**src/common/facr_pkg.sv**
```systemverilog
package facr_pkg;
  // ----------------------------------------------------------------
  // register offsets
  // ----------------------------------------------------------------
  localparam logic [7:0] ADDR_AUX_ZERO  = 8'h48;
  localparam logic [7:0] ADDR_SEQ_NEXT  = 8'h49;
  localparam logic [7:0] ADDR_SEQ_COUNT = 8'h4A;
  localparam logic [7:0] ADDR_SEQ_CTRL  = 8'h4B;
  localparam logic [7:0] ADDR_SEQ_DATA  = 8'h4C;
  localparam logic [7:0] ADDR_AUX_ONE   = 8'h4F;
  localparam logic [7:0] ADDR_BUF_PORT  = 8'h70;
  localparam logic [7:0] ADDR_FMT_CTRL  = 8'h71;
  localparam logic [7:0] ADDR_LOCK_REL  = 8'h73;
  localparam logic [7:0] ADDR_ECC_STAT  = 8'h79;
  // ----------------------------------------------------------------
  // field positions
  // ----------------------------------------------------------------
  localparam int A0_AUTO_INC   = 0;
  localparam int A0_PWR_DOWN   = 1;
  localparam int A0_ECC_ERR    = 2;
  localparam int A0_TWO_IDX    = 3;
  localparam int A0_CLR_DMA    = 4;
  localparam int A0_DATA_BR    = 5;
  localparam int A0_TWO_IDX_EN = 6;
  localparam int A0_SPLIT_EN   = 7;
  localparam int A1_BUSY_CLR   = 3;
  localparam int A1_FILT_DIS   = 4;
  localparam int A1_ECC_PRESET = 5;
  localparam int A1_WAIT_LO    = 6;
  localparam int A1_WAIT_HI    = 7;
  localparam int CTL_DATA_XFER = 0;
  localparam int CTL_SPLIT     = 3;
  localparam int CTL_SET_RG    = 6;
  localparam int CNT_TIMER_ARM = 5;
  localparam int FMT_RESET_BIT = 5;
  localparam int BRANCH_W      = 5;
  // ----------------------------------------------------------------
  // reset values and masks
  // ----------------------------------------------------------------
  localparam logic [7:0] AUX0_RESET      = 8'h00;
  localparam logic [7:0] AUX0_WRITE_MASK = 8'hF3;
  localparam logic [7:0] AUX1_RESET      = 8'hC0;
  localparam logic [7:0] AUX1_WRITE_MASK = 8'hF8;
  localparam logic [7:0] SEQ_RESET       = 8'h00;
  // ----------------------------------------------------------------
  // state encodings
  // ----------------------------------------------------------------
  typedef enum logic [1:0] {
    DET_DISARMED = 2'b00,
    DET_ARMED    = 2'b01,
    DET_ONE_EDGE = 2'b10
  } facr_det_e;
  typedef enum logic {
    WS_IDLE = 1'b0,
    WS_WAIT = 1'b1
  } facr_wait_e;
endpackage

```
**src/common/facr_seq_if.sv**
```systemverilog
`timescale 1ns/1ps
interface facr_seq_if;
  logic [7:0] wordCount;
  logic [7:0] wordControl;
  logic       execPulse;
  logic       modeEn;
  logic       detected;
  logic       armed;
  modport owner (
    output wordCount,
    output wordControl,
    output execPulse,
    output modeEn,
    input  detected,
    input  armed
  );
  modport detector (
    input  wordCount,
    input  wordControl,
    input  execPulse,
    input  modeEn,
    output detected,
    output armed
  );
endinterface

```
**src/logic/facr_two_index.sv**
```systemverilog
`timescale 1ns/1ps
module facr_two_index (
  input  wire logic     clk,
  input  wire logic     reset,
  facr_seq_if.detector  seq,
  input  wire logic     indexEdge,
  input  wire logic     bufTransfer
);
  facr_pkg::facr_det_e state_reg;
  facr_pkg::facr_det_e state_next;
  logic                det_reg;
  logic                det_next;
  logic                armCond;

  // ----------------------------------------------------------------
  // arming and detection
  // ----------------------------------------------------------------
  assign armCond = !seq.wordControl[facr_pkg::CTL_SET_RG]
                && !seq.wordControl[facr_pkg::CTL_DATA_XFER]
                && seq.wordCount[facr_pkg::CNT_TIMER_ARM];

  always_comb begin
    state_next = state_reg;
    det_next   = det_reg;
    if (!seq.modeEn) begin
      state_next = facr_pkg::DET_DISARMED;
      det_next   = 1'b0;
    end else if (seq.execPulse && armCond) begin
      state_next = facr_pkg::DET_ARMED;
      det_next   = 1'b0;
    end else begin
      unique case (state_reg)
        facr_pkg::DET_DISARMED: begin
        end
        facr_pkg::DET_ARMED: begin
          if (bufTransfer) begin
            state_next = facr_pkg::DET_DISARMED;
          end else if (indexEdge) begin
            state_next = facr_pkg::DET_ONE_EDGE;
          end
        end
        facr_pkg::DET_ONE_EDGE: begin
          if (bufTransfer) begin
            state_next = facr_pkg::DET_DISARMED;
          end else if (indexEdge) begin
            state_next = facr_pkg::DET_DISARMED;
            det_next   = 1'b1;
          end
        end
        default: begin
          state_next = facr_pkg::DET_DISARMED;
        end
      endcase
    end
  end

  always_ff @(posedge clk) begin
    if (reset) begin
      state_reg <= facr_pkg::DET_DISARMED;
      det_reg   <= 1'b0;
    end else begin
      state_reg <= state_next;
      det_reg   <= det_next;
    end
  end

  assign seq.detected = det_reg;
  assign seq.armed    = (state_reg != facr_pkg::DET_DISARMED);
endmodule

```
**src/logic/facr_wait_gen.sv**
```systemverilog
`timescale 1ns/1ps
module facr_wait_gen #(
  parameter int CNT_W = 3
) (
  input  wire logic       clk,
  input  wire logic       reset,
  input  wire logic       accessStart,
  input  wire logic       bufTick,
  input  wire logic [1:0] waitCode,
  output logic            local_ready_n
);
  facr_pkg::facr_wait_e state_reg;
  facr_pkg::facr_wait_e state_next;
  logic [CNT_W-1:0]     cnt_reg;
  logic [CNT_W-1:0]     cnt_next;

  // ----------------------------------------------------------------
  // code+1 tick edges give code to code+1 periods of wait
  // ----------------------------------------------------------------
  always_comb begin
    state_next = state_reg;
    cnt_next   = cnt_reg;
    unique case (state_reg)
      facr_pkg::WS_IDLE: begin
        if (accessStart && waitCode != 2'h0) begin
          state_next = facr_pkg::WS_WAIT;
          cnt_next   = CNT_W'(waitCode) + CNT_W'(1);
        end
      end
      facr_pkg::WS_WAIT: begin
        if (bufTick) begin
          cnt_next = cnt_reg - CNT_W'(1);
          if (cnt_reg == CNT_W'(1)) begin
            state_next = facr_pkg::WS_IDLE;
          end
        end
      end
    endcase
  end

  always_ff @(posedge clk) begin
    if (reset) begin
      state_reg <= facr_pkg::WS_IDLE;
      cnt_reg   <= '0;
    end else begin
      state_reg <= state_next;
      cnt_reg   <= cnt_next;
    end
  end

  assign local_ready_n = (state_reg == facr_pkg::WS_WAIT)
                      || (accessStart && waitCode != 2'h0);
endmodule

```
**src/logic/facr_regs.sv**
```systemverilog
`timescale 1ns/1ps
module facr_regs #(
  parameter int WAIT_CNT_W = 3
) (
  input  wire logic                        clk,
  input  wire logic                        reset,
  input  wire logic                        hostSideReset,
  input  wire logic                        hostProgReset,
  input  wire logic                        hostCommand,
  input  wire logic [7:0]                  busAddr,
  input  wire logic                        busWrite,
  input  wire logic                        busRead,
  input  wire logic [7:0]                  busWdata,
  output logic      [7:0]                  busRdata,
  output logic                             local_ready_n,
  input  wire logic                        bufferCycleTick,
  input  wire logic                        pointerDirectionSelect,
  output logic                             bufferWritePointerInc,
  output logic                             bufferReadPointerInc,
  input  wire logic                        seqLoad,
  input  wire logic [7:0]                  seqNextIn,
  input  wire logic [7:0]                  seqCountIn,
  input  wire logic [7:0]                  seqControlIn,
  input  wire logic [7:0]                  seqDataIn,
  output logic      [7:0]                  seqNextAddr,
  output logic      [7:0]                  seqCount,
  output logic      [7:0]                  seqControl,
  output logic      [7:0]                  seqData,
  input  wire logic [facr_pkg::BRANCH_W-1:0] branchRegIn,
  output logic [facr_pkg::BRANCH_W-1:0]    branchAddr,
  input  wire logic                        eccErrorDetect,
  input  wire logic                        eccCalcStart,
  input  wire logic                        indexEdge,
  input  wire logic                        bufTransfer,
  input  wire logic                        read_gate_a,
  input  wire logic                        xtMode,
  input  wire logic                        hostStatusRead,
  input  wire logic                        lastSectorRead,
  input  wire logic                        fifoFull,
  input  wire logic                        hostDreq,
  output logic                             busyClear,
  output logic                             clockGateOff,
  output logic                             dmaEnableClear,
  output logic                             seqStopReq,
  output logic                             twoIndexArmed,
  output logic                             splitDataField,
  output logic                             nrzInputBlock,
  output logic                             rrcFilterBypass,
  output logic                             eccPresetZero
);
  logic [7:0] aux0_reg;
  logic [7:0] aux0_next;
  logic [7:0] aux1_reg;
  logic [7:0] aux1_next;
  logic [7:0] next_reg;
  logic [7:0] next_next;
  logic [7:0] count_reg;
  logic [7:0] count_next;
  logic [7:0] ctrl_reg;
  logic [7:0] ctrl_next;
  logic [7:0] data_reg;
  logic [7:0] data_next;
  logic       eccErr_reg;
  logic       eccErr_next;
  logic       pdLock_reg;
  logic       pdLock_next;
  logic [7:0] rdata_reg;
  logic [7:0] rdata_next;
  logic       hostRst;
  logic       access;

  facr_seq_if seqIf ();

  function automatic logic wrAt(input logic [7:0] a);
    wrAt = busWrite && busAddr == a;
  endfunction

  assign hostRst = hostSideReset || hostProgReset;
  assign access  = busWrite || busRead;

  // ----------------------------------------------------------------
  // current sequencer word
  // ----------------------------------------------------------------
  always_comb begin
    next_next  = next_reg;
    count_next = count_reg;
    ctrl_next  = ctrl_reg;
    data_next  = data_reg;
    if (seqLoad) begin
      next_next  = seqNextIn;
      count_next = seqCountIn;
      ctrl_next  = seqControlIn;
      data_next  = seqDataIn;
    end
    // firmware only writes while stopped, so it takes priority
    if (wrAt(facr_pkg::ADDR_SEQ_NEXT)) next_next = busWdata;
    if (wrAt(facr_pkg::ADDR_SEQ_COUNT)) count_next = busWdata;
    if (wrAt(facr_pkg::ADDR_SEQ_CTRL)) ctrl_next = busWdata;
    if (wrAt(facr_pkg::ADDR_SEQ_DATA)) data_next = busWdata;
  end

  always_ff @(posedge clk) begin
    if (reset) begin
      next_reg  <= facr_pkg::SEQ_RESET;
      count_reg <= facr_pkg::SEQ_RESET;
      ctrl_reg  <= facr_pkg::SEQ_RESET;
      data_reg  <= facr_pkg::SEQ_RESET;
    end else begin
      next_reg  <= next_next;
      count_reg <= count_next;
      ctrl_reg  <= ctrl_next;
      data_reg  <= data_next;
    end
  end

  assign seqNextAddr = next_reg;
  assign seqCount    = count_reg;
  assign seqControl  = ctrl_reg;
  assign seqData     = data_reg;

  // ----------------------------------------------------------------
  // auxiliary control registers and flags
  // ----------------------------------------------------------------
  always_comb begin
    aux0_next   = aux0_reg;
    aux1_next   = aux1_reg;
    pdLock_next = pdLock_reg;
    eccErr_next = eccErr_reg;
    if (wrAt(facr_pkg::ADDR_AUX_ZERO)) begin
      aux0_next = busWdata & facr_pkg::AUX0_WRITE_MASK;
      if (pdLock_reg) begin
        aux0_next[facr_pkg::A0_PWR_DOWN] =
          busWdata[facr_pkg::A0_PWR_DOWN]
          && aux0_reg[facr_pkg::A0_PWR_DOWN];
      end
    end
    if (wrAt(facr_pkg::ADDR_AUX_ONE)) begin
      aux1_next = busWdata & facr_pkg::AUX1_WRITE_MASK;
    end
    if (wrAt(facr_pkg::ADDR_LOCK_REL)) pdLock_next = 1'b0;
    if (hostCommand) begin
      pdLock_next = 1'b1;
      aux0_next[facr_pkg::A0_PWR_DOWN] = 1'b0;
    end
    if (hostRst) begin
      aux0_next[facr_pkg::A0_PWR_DOWN] = 1'b0;
      aux0_next[facr_pkg::A0_CLR_DMA]  = 1'b0;
    end
    if (wrAt(facr_pkg::ADDR_ECC_STAT) || eccCalcStart
        || (wrAt(facr_pkg::ADDR_FMT_CTRL)
            && busWdata[facr_pkg::FMT_RESET_BIT])) begin
      eccErr_next = 1'b0;
    end
    if (eccErrorDetect) eccErr_next = 1'b1;
  end

  always_ff @(posedge clk) begin
    if (reset) begin
      aux0_reg   <= facr_pkg::AUX0_RESET;
      aux1_reg   <= facr_pkg::AUX1_RESET;
      pdLock_reg <= 1'b0;
      eccErr_reg <= 1'b0;
    end else begin
      aux0_reg   <= aux0_next;
      aux1_reg   <= aux1_next;
      pdLock_reg <= pdLock_next;
      eccErr_reg <= eccErr_next;
    end
  end

  // ----------------------------------------------------------------
  // read data
  // ----------------------------------------------------------------
  always_comb begin
    rdata_next = rdata_reg;
    if (busRead) begin
      unique case (busAddr)
        facr_pkg::ADDR_AUX_ZERO: begin
          rdata_next = aux0_reg;
          rdata_next[facr_pkg::A0_ECC_ERR] = eccErr_reg;
          rdata_next[facr_pkg::A0_TWO_IDX] = seqIf.detected;
        end
        facr_pkg::ADDR_SEQ_NEXT:  rdata_next = next_reg;
        facr_pkg::ADDR_SEQ_COUNT: rdata_next = count_reg;
        facr_pkg::ADDR_SEQ_CTRL:  rdata_next = ctrl_reg;
        facr_pkg::ADDR_SEQ_DATA:  rdata_next = data_reg;
        facr_pkg::ADDR_AUX_ONE:   rdata_next = aux1_reg;
        default:                  rdata_next = 8'h00;
      endcase
    end
  end

  always_ff @(posedge clk) begin
    if (reset) begin
      rdata_reg <= 8'h00;
    end else begin
      rdata_reg <= rdata_next;
    end
  end

  assign busRdata = rdata_reg;

  // ----------------------------------------------------------------
  // decoded controls
  // ----------------------------------------------------------------
  logic bufPortHit;
  assign bufPortHit = access && busAddr == facr_pkg::ADDR_BUF_PORT
                   && aux0_reg[facr_pkg::A0_AUTO_INC];
  assign bufferWritePointerInc = bufPortHit
                              && pointerDirectionSelect;
  assign bufferReadPointerInc  = bufPortHit
                              && !pointerDirectionSelect;
  assign clockGateOff   = aux0_reg[facr_pkg::A0_PWR_DOWN];
  assign dmaEnableClear = busWrite
                       && busAddr == facr_pkg::ADDR_AUX_ZERO
                       && aux0_reg[facr_pkg::A0_CLR_DMA]
                       && !busWdata[facr_pkg::A0_CLR_DMA];
  assign branchAddr = aux0_reg[facr_pkg::A0_DATA_BR]
                    ? data_reg[facr_pkg::BRANCH_W-1:0]
                    : branchRegIn;
  assign splitDataField = aux0_reg[facr_pkg::A0_SPLIT_EN]
                       && ctrl_reg[facr_pkg::CTL_SPLIT];
  assign nrzInputBlock = !aux0_reg[facr_pkg::A0_SPLIT_EN]
                      && ctrl_reg[facr_pkg::CTL_SPLIT]
                      && read_gate_a;
  assign busyClear = aux1_reg[facr_pkg::A1_BUSY_CLR]
                  && (xtMode ? hostStatusRead
                      : (lastSectorRead && fifoFull
                         && hostDreq));
  assign rrcFilterBypass = aux1_reg[facr_pkg::A1_FILT_DIS];
  assign eccPresetZero   = aux1_reg[facr_pkg::A1_ECC_PRESET];

  // ----------------------------------------------------------------
  // two-index detector and wait states
  // ----------------------------------------------------------------
  assign seqIf.wordCount   = count_reg;
  assign seqIf.wordControl = ctrl_reg;
  assign seqIf.execPulse   = seqLoad;
  assign seqIf.modeEn      = aux0_reg[facr_pkg::A0_TWO_IDX_EN];
  assign seqStopReq        = seqIf.detected;
  assign twoIndexArmed     = seqIf.armed;

  facr_two_index u_two_index (
    .clk         (clk),
    .reset       (reset),
    .seq         (seqIf),
    .indexEdge   (indexEdge),
    .bufTransfer (bufTransfer)
  );

  facr_wait_gen #(
    .CNT_W (WAIT_CNT_W)
  ) u_wait_gen (
    .clk           (clk),
    .reset         (reset),
    .accessStart   (access),
    .bufTick       (bufferCycleTick),
    .waitCode      (aux1_reg[facr_pkg::A1_WAIT_HI:facr_pkg::A1_WAIT_LO]),
    .local_ready_n (local_ready_n)
  );
endmodule

```
**config.mk**
```make
export PLATFORM = sky130hd
export DESIGN_NAME = facr_regs
export DESIGN_NICKNAME = d
export VERILOG_FILES = /design/src/common/facr_pkg.sv /design/src/common/facr_seq_if.sv /design/src/logic/facr_two_index.sv /design/src/logic/facr_wait_gen.sv /design/src/logic/facr_regs.sv
export SDC_FILE = /design/constraint.sdc
export NUM_CORES = 1
export LEC_CHECK = 0
export BUFFER_PORTS_ARGS = -buffer_cell sky130_fd_sc_hd__buf_4
export CAP_MARGIN = 20
export CORE_ASPECT_RATIO = 1.1
export CORE_MARGIN = 3
export CORE_UTILIZATION = 53
export DETAILED_ROUTE_END_ITERATION = 7
export HOLD_SLACK_MARGIN = 0.12
export PLACE_DENSITY = 0.85
export SKIP_CTS_REPAIR_TIMING = 1
export SLEW_MARGIN = 10
export SYNTH_ARGS = -nofsm -noshare
export SYNTH_HDL_FRONTEND = slang
export SYNTH_SLANG_ARGS = --single-unit
export TNS_END_PERCENT = 20
```
**constraint.sdc**
```tcl
create_clock -name clk -period 4.17 [get_ports clk]
set_input_delay 0.417 -clock clk [delete_from_list [all_inputs] [get_ports clk]]
set_output_delay 0.417 -clock clk [all_outputs]
set_load 0.01 [all_outputs]
```
=== Word level (Yosys, flattened, before mapping) ===
Cells that the tools add are included.

* Bits in registers: 60
* Input bits: 73
* Output and inout port bits: 57
* Logic and storage cells: 125

* Add/sub/neg operators: 2
* Eq/ne operators: 20
* Multiplexer cells: 29
* Bitwise logic cells: 4
* Reduce and logical (&&, ||, !) cells: 54

{| class="wikitable"
|+ Operators with widths
! kind !! number
|-
| $eq A8 B7 Y1 const B || 10
|-
| $mux W8 || 8
|-
| $pmux W8 S6 || 1
|-
| $logic_and A1 B1 Y1 || 27
|-
| $reduce_bool A2 Y1 || 8
|-
| $mux W1 || 10
|-
| $reduce_and A3 Y1 || 3
|-
| $mux W2 || 4
|-
| $ne A4 B3 Y1 const B || 2
|-
| $mux W3 || 2
|-
| $ne A3 B3 Y1 const B || 2
|-
| $pmux W2 S3 || 1
|-
| $pmux W3 S2 || 1
|-
| $reduce_or A3 Y1 || 2
|-
| $logic_not A1 Y1 || 5
|-
| $logic_or A1 B1 Y1 || 5
|-
| $mux W5 || 1
|-
| $ne A2 B1 Y1 const B || 2
|-
| $not A1 Y1 || 4
|-
| $reduce_or A2 Y1 || 2
|-
| $add A2 B1 Y3 const B || 1
|-
| $eq A3 B1 Y1 const B || 1
|-
| $sub A3 B1 Y3 const B || 1
|-
| $eq A2 B1 Y1 const B || 1
|-
| 5 further kinds || 5
|}

=== Depth between registers and ports, before layout ===
Gate-level depths: netlist of the first run.

* Word-level depth: 6
* Gate-level depth with buffers: 6
* Mapped depth without buffers: 6

=== Hierarchy ===
From an unflattened synthesis of the first run, not the netlist that was laid out.

* Cells, all modules: 341
* Area, all modules: 3,359.5 µm²

{| class="wikitable"
|+ By module, submodules not included
! module !! instances !! cells an instance !! area each (µm²) !! sequential area each (µm²)
|-
| facr_regs || 1 || 295 || 2,937.8 || 1,061.0
|-
| facr_wait_gen || 1 || 32 || 264.0 || 80.1
|-
| facr_two_index || 1 || 14 || 157.7 || 60.1
|}

=== Least setup slack after synthesis of the first run ===
No wires, ideal clock.

* Path kind: input-to-output
* From: input busAddr[7]
* To: output dmaEnableClear
* Arrival time: 1,505 ps
* Data required time: 3,753 ps
* Path slack: 2,248 ps
* Stages: 3
* Buffers on the path: 0
* Cells stage by stage: nor3b_4 nand4_4 nor3b_1

* Word-level cells in the longest chain between the ends: 4

{| class="wikitable"
|+ RTL lines
! element !! line !! source
|-
| start: declaration || facr_regs.sv:10 || <nowiki>input wire logic [7:0] busAddr,</nowiki>
|-
| $eq A8 B7 Y1 || facr_regs.sv:215 || <nowiki>&& busAddr == facr_pkg::ADDR_AUX_ZERO</nowiki>
|-
| $logic_and A1 B1 Y1 || facr_regs.sv:215 ||
|-
| $logic_and A1 B1 Y1 || facr_regs.sv:216 || <nowiki>&& aux0_reg[facr_pkg::A0_CLR_DMA]</nowiki>
|-
| $logic_and A1 B1 Y1 || facr_regs.sv:217 || <nowiki>&& !busWdata[facr_pkg::A0_CLR_DMA];</nowiki>
|-
| end: declaration || facr_regs.sv:43 || <nowiki>output logic dmaEnableClear,</nowiki>
|}

Every way passes these cells.

=== Worst setup path in the final report of the first run ===
* From: input busAddr[2]
* To: output bufferReadPointerInc

* Word-level cells in the longest chain between the ends: 4

{| class="wikitable"
|+ RTL lines
! element !! line !! source
|-
| $eq A8 B7 Y1 || facr_regs.sv:207 || <nowiki>assign bufPortHit = access && busAddr == facr_pkg::ADDR_BUF_PORT</nowiki>
|-
| $logic_and A1 B1 Y1 || facr_regs.sv:207 ||
|-
| $logic_and A1 B1 Y1 || facr_regs.sv:208 || <nowiki>&& aux0_reg[facr_pkg::A0_AUTO_INC];</nowiki>
|-
| $logic_and A1 B1 Y1 || facr_regs.sv:212 || <nowiki>&& !pointerDirectionSelect;</nowiki>
|-
| end: declaration || facr_regs.sv:19 || <nowiki>output logic bufferReadPointerInc,</nowiki>
|}

Every way passes these cells.

==> results of run 1 <==
placed cells by master, fill, tap and decap left out, types with 2 or more instances in the layout:
master       n
dfxtp_1     60
nand2b_1     2
clkinv_2     3
a22o_1       2
and2_1       3
nor3b_1      2
a221oi_2     3
nor2b_1      4
a21oi_1      7
nor3_1       2
mux2_2       6
nand2_1     12
a211oi_1    10
o21ai_1      3
nand4_4      5
and3_1       6
a221oi_1     2
nor2_1      59
ha_1         4
nor3_2       2
clkbuf_8    10
nor4_1       4
mux4_2       4
o211ai_1     3
nand3b_1     2
mux2i_1     44
o2bb2ai_1    3
nor3_4       2
a211oi_2    25
nand3_1      5
inv_1        9
a22oi_1      3
o21ai_0      9
bufinv_16    2
buf_4      130
logic make-up after synthesis:
family / count (synthesis) / synth area share (%)
compound gates: 77 / 20.6
fa+ha+maj: 4 / 1.46
buf+inv: 31 / 5.04
flops: 60 / 35.1
mux: 54 / 17.5
simple gates: 119 / 20.4
metal layers:
layer,GRT usage [%],vias to the layer above,wire (µm)
li1,-,1520,-
met1,35.8,1527,4120
met2,44.1,133,4880
met4,9.26,0,136
met3,4.59,12,825
met5,0,-,0
area by class of cell:
class                   count  area, µm²
clock inverters             5       75.1
fillers                   483       1650
multi-input cells         254       2050
repair buffers            130        976
inverters                  10       37.5
flip-flops and latches     60       1200
well taps                  80        100
clock buffers              11        141
metrics by stage:
stage	power (mW)	cell area, µm²	worst slack, ns	hold slack (ns)	util (%)
after global routing	1.49	4580	1.81	0.254	73.6
after floorplan	0.754	3430	2.25	0.437	-
final	1.44	4580	1.89	0.258	73.6
after CTS	1.44	4580	1.89	0.249	73.6
after detailed placement	0.878	4370	1.90	0.448	70.1
after global placement	0.875	4370	1.93	0.442	70.1
worst max-delay path, cell delays in order:
cell and delay (ns):
buf_4 0.14, nor3b_4 0.50, and4b_1 0.33, nand4b_1 0.18
nor2_1 0.15, buf_4 0.14
worst paths after layout:
kind                                     from                    end  slack [ns]
worst max-delay path               busAddr[2]   bufferReadPointerInc        1.89
worst min-delay path            hostSideReset            aux0_reg[4]        0.26
worst max register to register    aux1_reg[6]  u_wait_gen.cnt_reg[2]        2.35
worst min register to register    busRdata[2]            busRdata[2]        0.45
power breakdown:
group | total, mW | switching, mW | internal [mW] | leakage, nW
clock network | 0.572 | 0.222 | 0.350 | 0.113
registers | 0.623 | 0.0241 | 0.599 | 0.492
logic | 0.244 | 0.118 | 0.126 | 1.48
==> reports/summary.log, run 1 <==
[clock_network] CTS HTree Levels 3
[place] Detail Placement HPWL 7400 µm
[timing] share of the cycle needed by the critical path after routing 54.6%
[place] GPL Wtd Cong 0.914
[timing] count of endpoints failing hold in the final timing report 0
[synth] number of synthesized register bits 60
[die] boundary pin count 130
[clock_network] total CTS buffers 9
[place] Placed Instances 534
[critical_path] data required time at the worst endpoint 3.75 ns
[synth] main area contributors after synthesis dfxtp_1 35%, mux2i_1 13%, a211oi_2 9.1%, nor2_1 6.5%, nand4_4 3.1%
[cells_and_area] number of non-filler instances in the completed layout 550
[critical_path] worst reg2reg path depth 5
[route] Iter 0 DRT Violations 207
[synth] gate count after technology mapping 345
[clock_network] maximum clock path buffer count 2
[die] vertical die dimension 90.3 µm
[power] Leak 2.08 nW
[timing] final setup violation count 0
[synth] unique cell type count in the Yosys netlist 53
[synth] post-synth net total 422
[cells_and_area] fraction of final layout cells with drive strength greater than 1 41.9%
[die] core footprint 6230 µm²
[clock_network] number of clock sinks 60
[timing] time the final worst path needs with I/O delays and setup 2.28 ns
[clock_network] clock tree from TritonCTS done
[die] initial core utilization 55.0%
[synth] average instance area after synthesis 9.93 µm²
[route] WL per Instance 18.1 µm
[synth] cell type contributing the most total cell area after synthesis dfxtp_1
[route] wire length reported by the detailed router 9970 µm
[synth] most repeated cell in the gate-level netlist after synthesis dfxtp_1
[hold_path] Hold WC Path Type in2reg
[critical_path] kind of end point of the critical path output port
[synth] area share of the largest cell type after synthesis 35.1%
[route] count of TritonRoute iterations in the first routing pass 4
[cells_and_area] NumNets Final 542
[die] Rows 30
[timing] slew of the pin with the lowest slew margin 0.703 ns
[critical_path] category of the critical setup timing path in2out
[global_routing] total track usage 27.1%
[timing] Total Neg Setup Slack 0 ns
[route] count of antenna-violating nets left after detailed routing 0
[die] die outline width 82.7 µm
[place] I/O Buffers 129
[synth] synth cell count leaders 60 x dfxtp_1, 59 x nor2_1, 44 x mux2i_1
[critical_path] data arrival time at the worst-slack endpoint 1.86 ns
[timing] relative slew slack 53.1%
[synth] Post-synth ARST share 0%
[clock_network] master cell of the clock root buffer clkbuf_8
[global_routing] total congestion overflow 0
[route] count of vias placed by the detailed router 3,192
[power] worst vdd ir 0.000243 V
[global_routing] vias in the first global route 3,070
[global_routing] first-pass GRT wire length 15,400 µm
[critical_path] Max Fanout on Critical Path 9
[global_routing] largest net degree at the start of global routing 51
[critical_path] element type at the critical path start input pin
[clock_network] worst skew pair latency 0.33 ns
[synth] summed instance area of the synthesized netlist 3430 µm²
[cells_and_area] number of inserted diodes 0
[flow_run] Max Cap Viol 0
[timing] setup repair after global routing missed its margin no
[clock_network] clock transition time at the flip-flop clock pins of the worst setup and hold paths 0.06 ns
[synth] dominant synthesized flop cell dfxtp_1
[synth] sequential share of the synthesized area 35.1%
[synth] number of enable flip-flop cells after synthesis 0
[route] DRC violations left 0
[timing] worst clock skew 0.00786 ns
[die] die area 7470 µm²
[timing] Pins Over Slew Limit 0
[synth] yosys warns 0
[power] power density normalized to cell area 314 nW/µm²
[global_routing] antenna violations before repair 0
[status] result of the run finished clean
[route] ratio of routed vias to standard cells 5.80
[cells_and_area] post-synthesis to final-layout area growth 33.8%
[hold_path] worst hold path depth 2
[timing] top achievable clock speed 439 MHz
(Power assumes the default switching activity.)
==> run 2, diff against run 1 <==
--- a/config.mk
+++ b/config.mk
@@ -9,10 +9,10 @@
 export CAP_MARGIN = 20
 export CORE_ASPECT_RATIO = 1.1
 export CORE_MARGIN = 3
-export CORE_UTILIZATION = 53
+export CORE_UTILIZATION = 49
 export DETAILED_ROUTE_END_ITERATION = 7
 export HOLD_SLACK_MARGIN = 0.12
-export PLACE_DENSITY = 0.85
+export PLACE_DENSITY = 0.8
 export SKIP_CTS_REPAIR_TIMING = 1
 export SLEW_MARGIN = 10
 export SYNTH_ARGS = -nofsm -noshare
==> constraint.sdc (replaced) <==
create_clock -name clk -period 2.15 [get_ports clk]
set_input_delay 0.215 -clock clk [delete_from_list [all_inputs] [get_ports clk]]
set_output_delay 0.215 -clock clk [all_outputs]
set_load 0.01 [all_outputs]
==> reports/summary.log, run 2 (synthesized netlist as in run 1, its figures left out) <==
[route] count of vias placed by the detailed router 3,216 [+0.75%]
[timing] slew of the pin with the lowest slew margin 0.588 ns [-0.115 ns]
[clock_network] maximum clock path buffer count 2 [unchanged]
[cells_and_area] post-synthesis to final-layout area growth 34.4%
[die] Rows 31 [+3.3%]
[route] count of antenna-violating nets left after detailed routing 0 [unchanged]
[timing] time the final worst path needs with I/O delays and setup 1.86 ns
[global_routing] GR Layer Usage met3 5.35% [+0.76 points]
[critical_path] largest incremental delay on the critical path 0.53 ns [+0.03 ns]
[clock_network] clock tree from TritonCTS done
[cells_and_area] commonest cells after routing, fill and taps aside 132 x buf_4, 60 x dfxtp_1, 59 x nor2_1
[die] boundary pin count 130 [unchanged]
[timing] share of the cycle needed by the critical path after routing 86.6%
[cells_and_area] commonest non-fill, non-tap cell in the layout buf_4
[timing] worst clock skew 0.00618 ns [-0.00169 ns]
[critical_path] Worst Path Buf+Inv 1 [-1]
[timing] relative slew slack 60.8% [+7.6 points]
[critical_path] cell with the biggest individual delay on the critical path o31ai_1
[status] result of the run finished clean
[cells_and_area] fraction of final layout cells with drive strength greater than 1 41.9% [about the same]
[place] Detail Placement HPWL 7710 µm [+4.2%]
[global_routing] met2 Resource Use GR 42.0% [-2.1 points]
[route] wire length reported by the detailed router 10,400 µm [+4.2%]
[critical_path] kind of end point of the critical path flip-flop
[power] power consumption 2.69 mW [+87%]
[die] die area 8030 µm² [+7.6%]
[cells_and_area] number of non-filler instances in the completed layout 557 [+1.3%]
[clock_network] total CTS buffers 9 [unchanged]
[hold_path] Hold WC Path Type in2reg
[critical_path] data arrival time at the worst-slack endpoint 2.11 ns [+0.25 ns]
[global_routing] first-pass GRT wire length 15,700 µm [+2.0%]
[place] I/O Buffers 129 [unchanged]
[timing] Total Neg Setup Slack 0 ns [unchanged]
[die] vertical die dimension 93.7 µm [+3.7%]
[critical_path] element type at the critical path start flip-flop
[place] GPL Wtd Cong 0.927 [+1.4%]
[global_routing] vias in the first global route 3,101 [+1.0%]
[cells_and_area] core occupancy in the finished layout 69.0% [-4.5 points]
[route] WL per Instance 18.6 µm [+2.8%]
[power] worst vdd ir 0.000464 V [+91%]
[global_routing] antenna violations before repair 0 [unchanged]
[timing] top achievable clock speed 537 MHz
[critical_path] critical path's top delay family compound AO/OA/AOI/OAI gates
[global_routing] GRT Max-Usage Layer met2
[global_routing] met1 capacity usage during global routing 32.1% [-3.8 points]
[timing] Pins Over Slew Limit 0 [unchanged]
[cells_and_area] NumNets Final 547 [+0.92%]
[clock_network] CTS HTree Levels 3 [unchanged]
[route] DRC violations left 0 [unchanged]
[critical_path] Max Fanout on Critical Path 4 [-5]
[power] power density normalized to cell area 585 nW/µm² [+86%]
[cells_and_area] number of inserted diodes 0 [unchanged]
[clock_network] clock transition time at the flip-flop clock pins of the worst setup and hold paths 0.07 ns [about the same]
[critical_path] cell breakdown of the critical path inv_1 -> ha_1 -> o31ai_1 -> o21ai_0 -> a32o_1
[die] core footprint 6670 µm² [+7.1%]
[timing] hold slack final 0.113 ns [-0.145 ns]
[timing] setup repair after global routing missed its margin no
[power] Leak 2.09 nW [+0.24%]
[route] ratio of routed vias to standard cells 5.77 [-0.51%]
[global_routing] total congestion overflow 0 [unchanged]
[clock_network] master cell of the clock root buffer clkbuf_8
[clock_network] worst skew pair latency 0.35 ns [+0.02 ns]
[flow_run] Max Cap Viol 0 [unchanged]
[critical_path] data required time at the worst endpoint 2.39 ns [-1.36 ns]
[global_routing] largest net degree at the start of global routing 34 [-33%]
[die] die outline width 85.7 µm [+3.7%]
[route] count of TritonRoute iterations in the first routing pass 4 [unchanged]
[timing] final setup violation count 0 [unchanged]
[critical_path] category of the critical setup timing path reg2reg
[timing] count of endpoints failing hold in the final timing report 0 [unchanged]
[route] Iter 0 DRT Violations 187 [-9.7%]
[die] initial core utilization 51.4% [-3.6 points]
[clock_network] number of clock sinks 60 [unchanged]
[global_routing] total track usage 25.4% [-1.7 points]
[place] Placed Instances 538 [+0.75%]
-- run 2: cell types whose count changed in the layout (fill, tap and decap cells not counted) --
cell and delta:
dlygate4sd3_1 +3, buf_4 +2, clkinvlp_4 +2, bufinv_16 -1
clkbuf_8 -1, clkinv_2 -1, inv_6 +1
-- run 2: final cells by class --
class | count | area, µm²
clock buffer | 10 | 128
clock inverter | 6 | 63.8
fill | 540 | 2070
inverter | 10 | 37.5
multi-input combinational | 254 | 2050
sequential | 60 | 1200
tap | 82 | 103
timing repair buffer | 135 | 1020
-- run 2: tightest hold or removal path, cell delays in order --
cell,delay [ns]
buf_4,0.08
inv_1,0.03
a21oi_1,0.10
-- run 2: metrics by stage --
stage	instance area, µm²	worst slack (ns)
6_report	4610	0.289
5_1_grt	4610	0.142
4_1_cts	4580	0.277
3_5_place_dp	4380	0.287
3_3_place_gp	4380	0.469
2_1_floorplan	3430	0.602
-- run 2: worst paths after layout --
check                                        endpoint  depth (start not counted)  slack [ns]      startpoint
worst max-delay path            u_wait_gen.cnt_reg[2]                          5        0.29     aux1_reg[6]
worst min-delay path                       eccErr_reg                          3        0.11  eccErrorDetect
worst max register to register  u_wait_gen.cnt_reg[2]                          5        0.29     aux1_reg[6]
worst min register to register            busRdata[0]                          2        0.46     busRdata[0]
-- run 2: power by group --
group | internal (mW) | total [mW] | leakage (nW) | switching (mW)
Clock | 0.534 | 1.00 | 0.0927 | 0.466
Combinational | 0.250 | 0.483 | 1.50 | 0.234
Sequential | 1.16 | 1.21 | 0.492 | 0.0482
-- run 2: routing by layer --
layer	part of all wire, %	up-vias
met5	0	-
met1	42	1552
met3	5.6	20
met4	2.4	0
met2	50	110
li1	-	1534
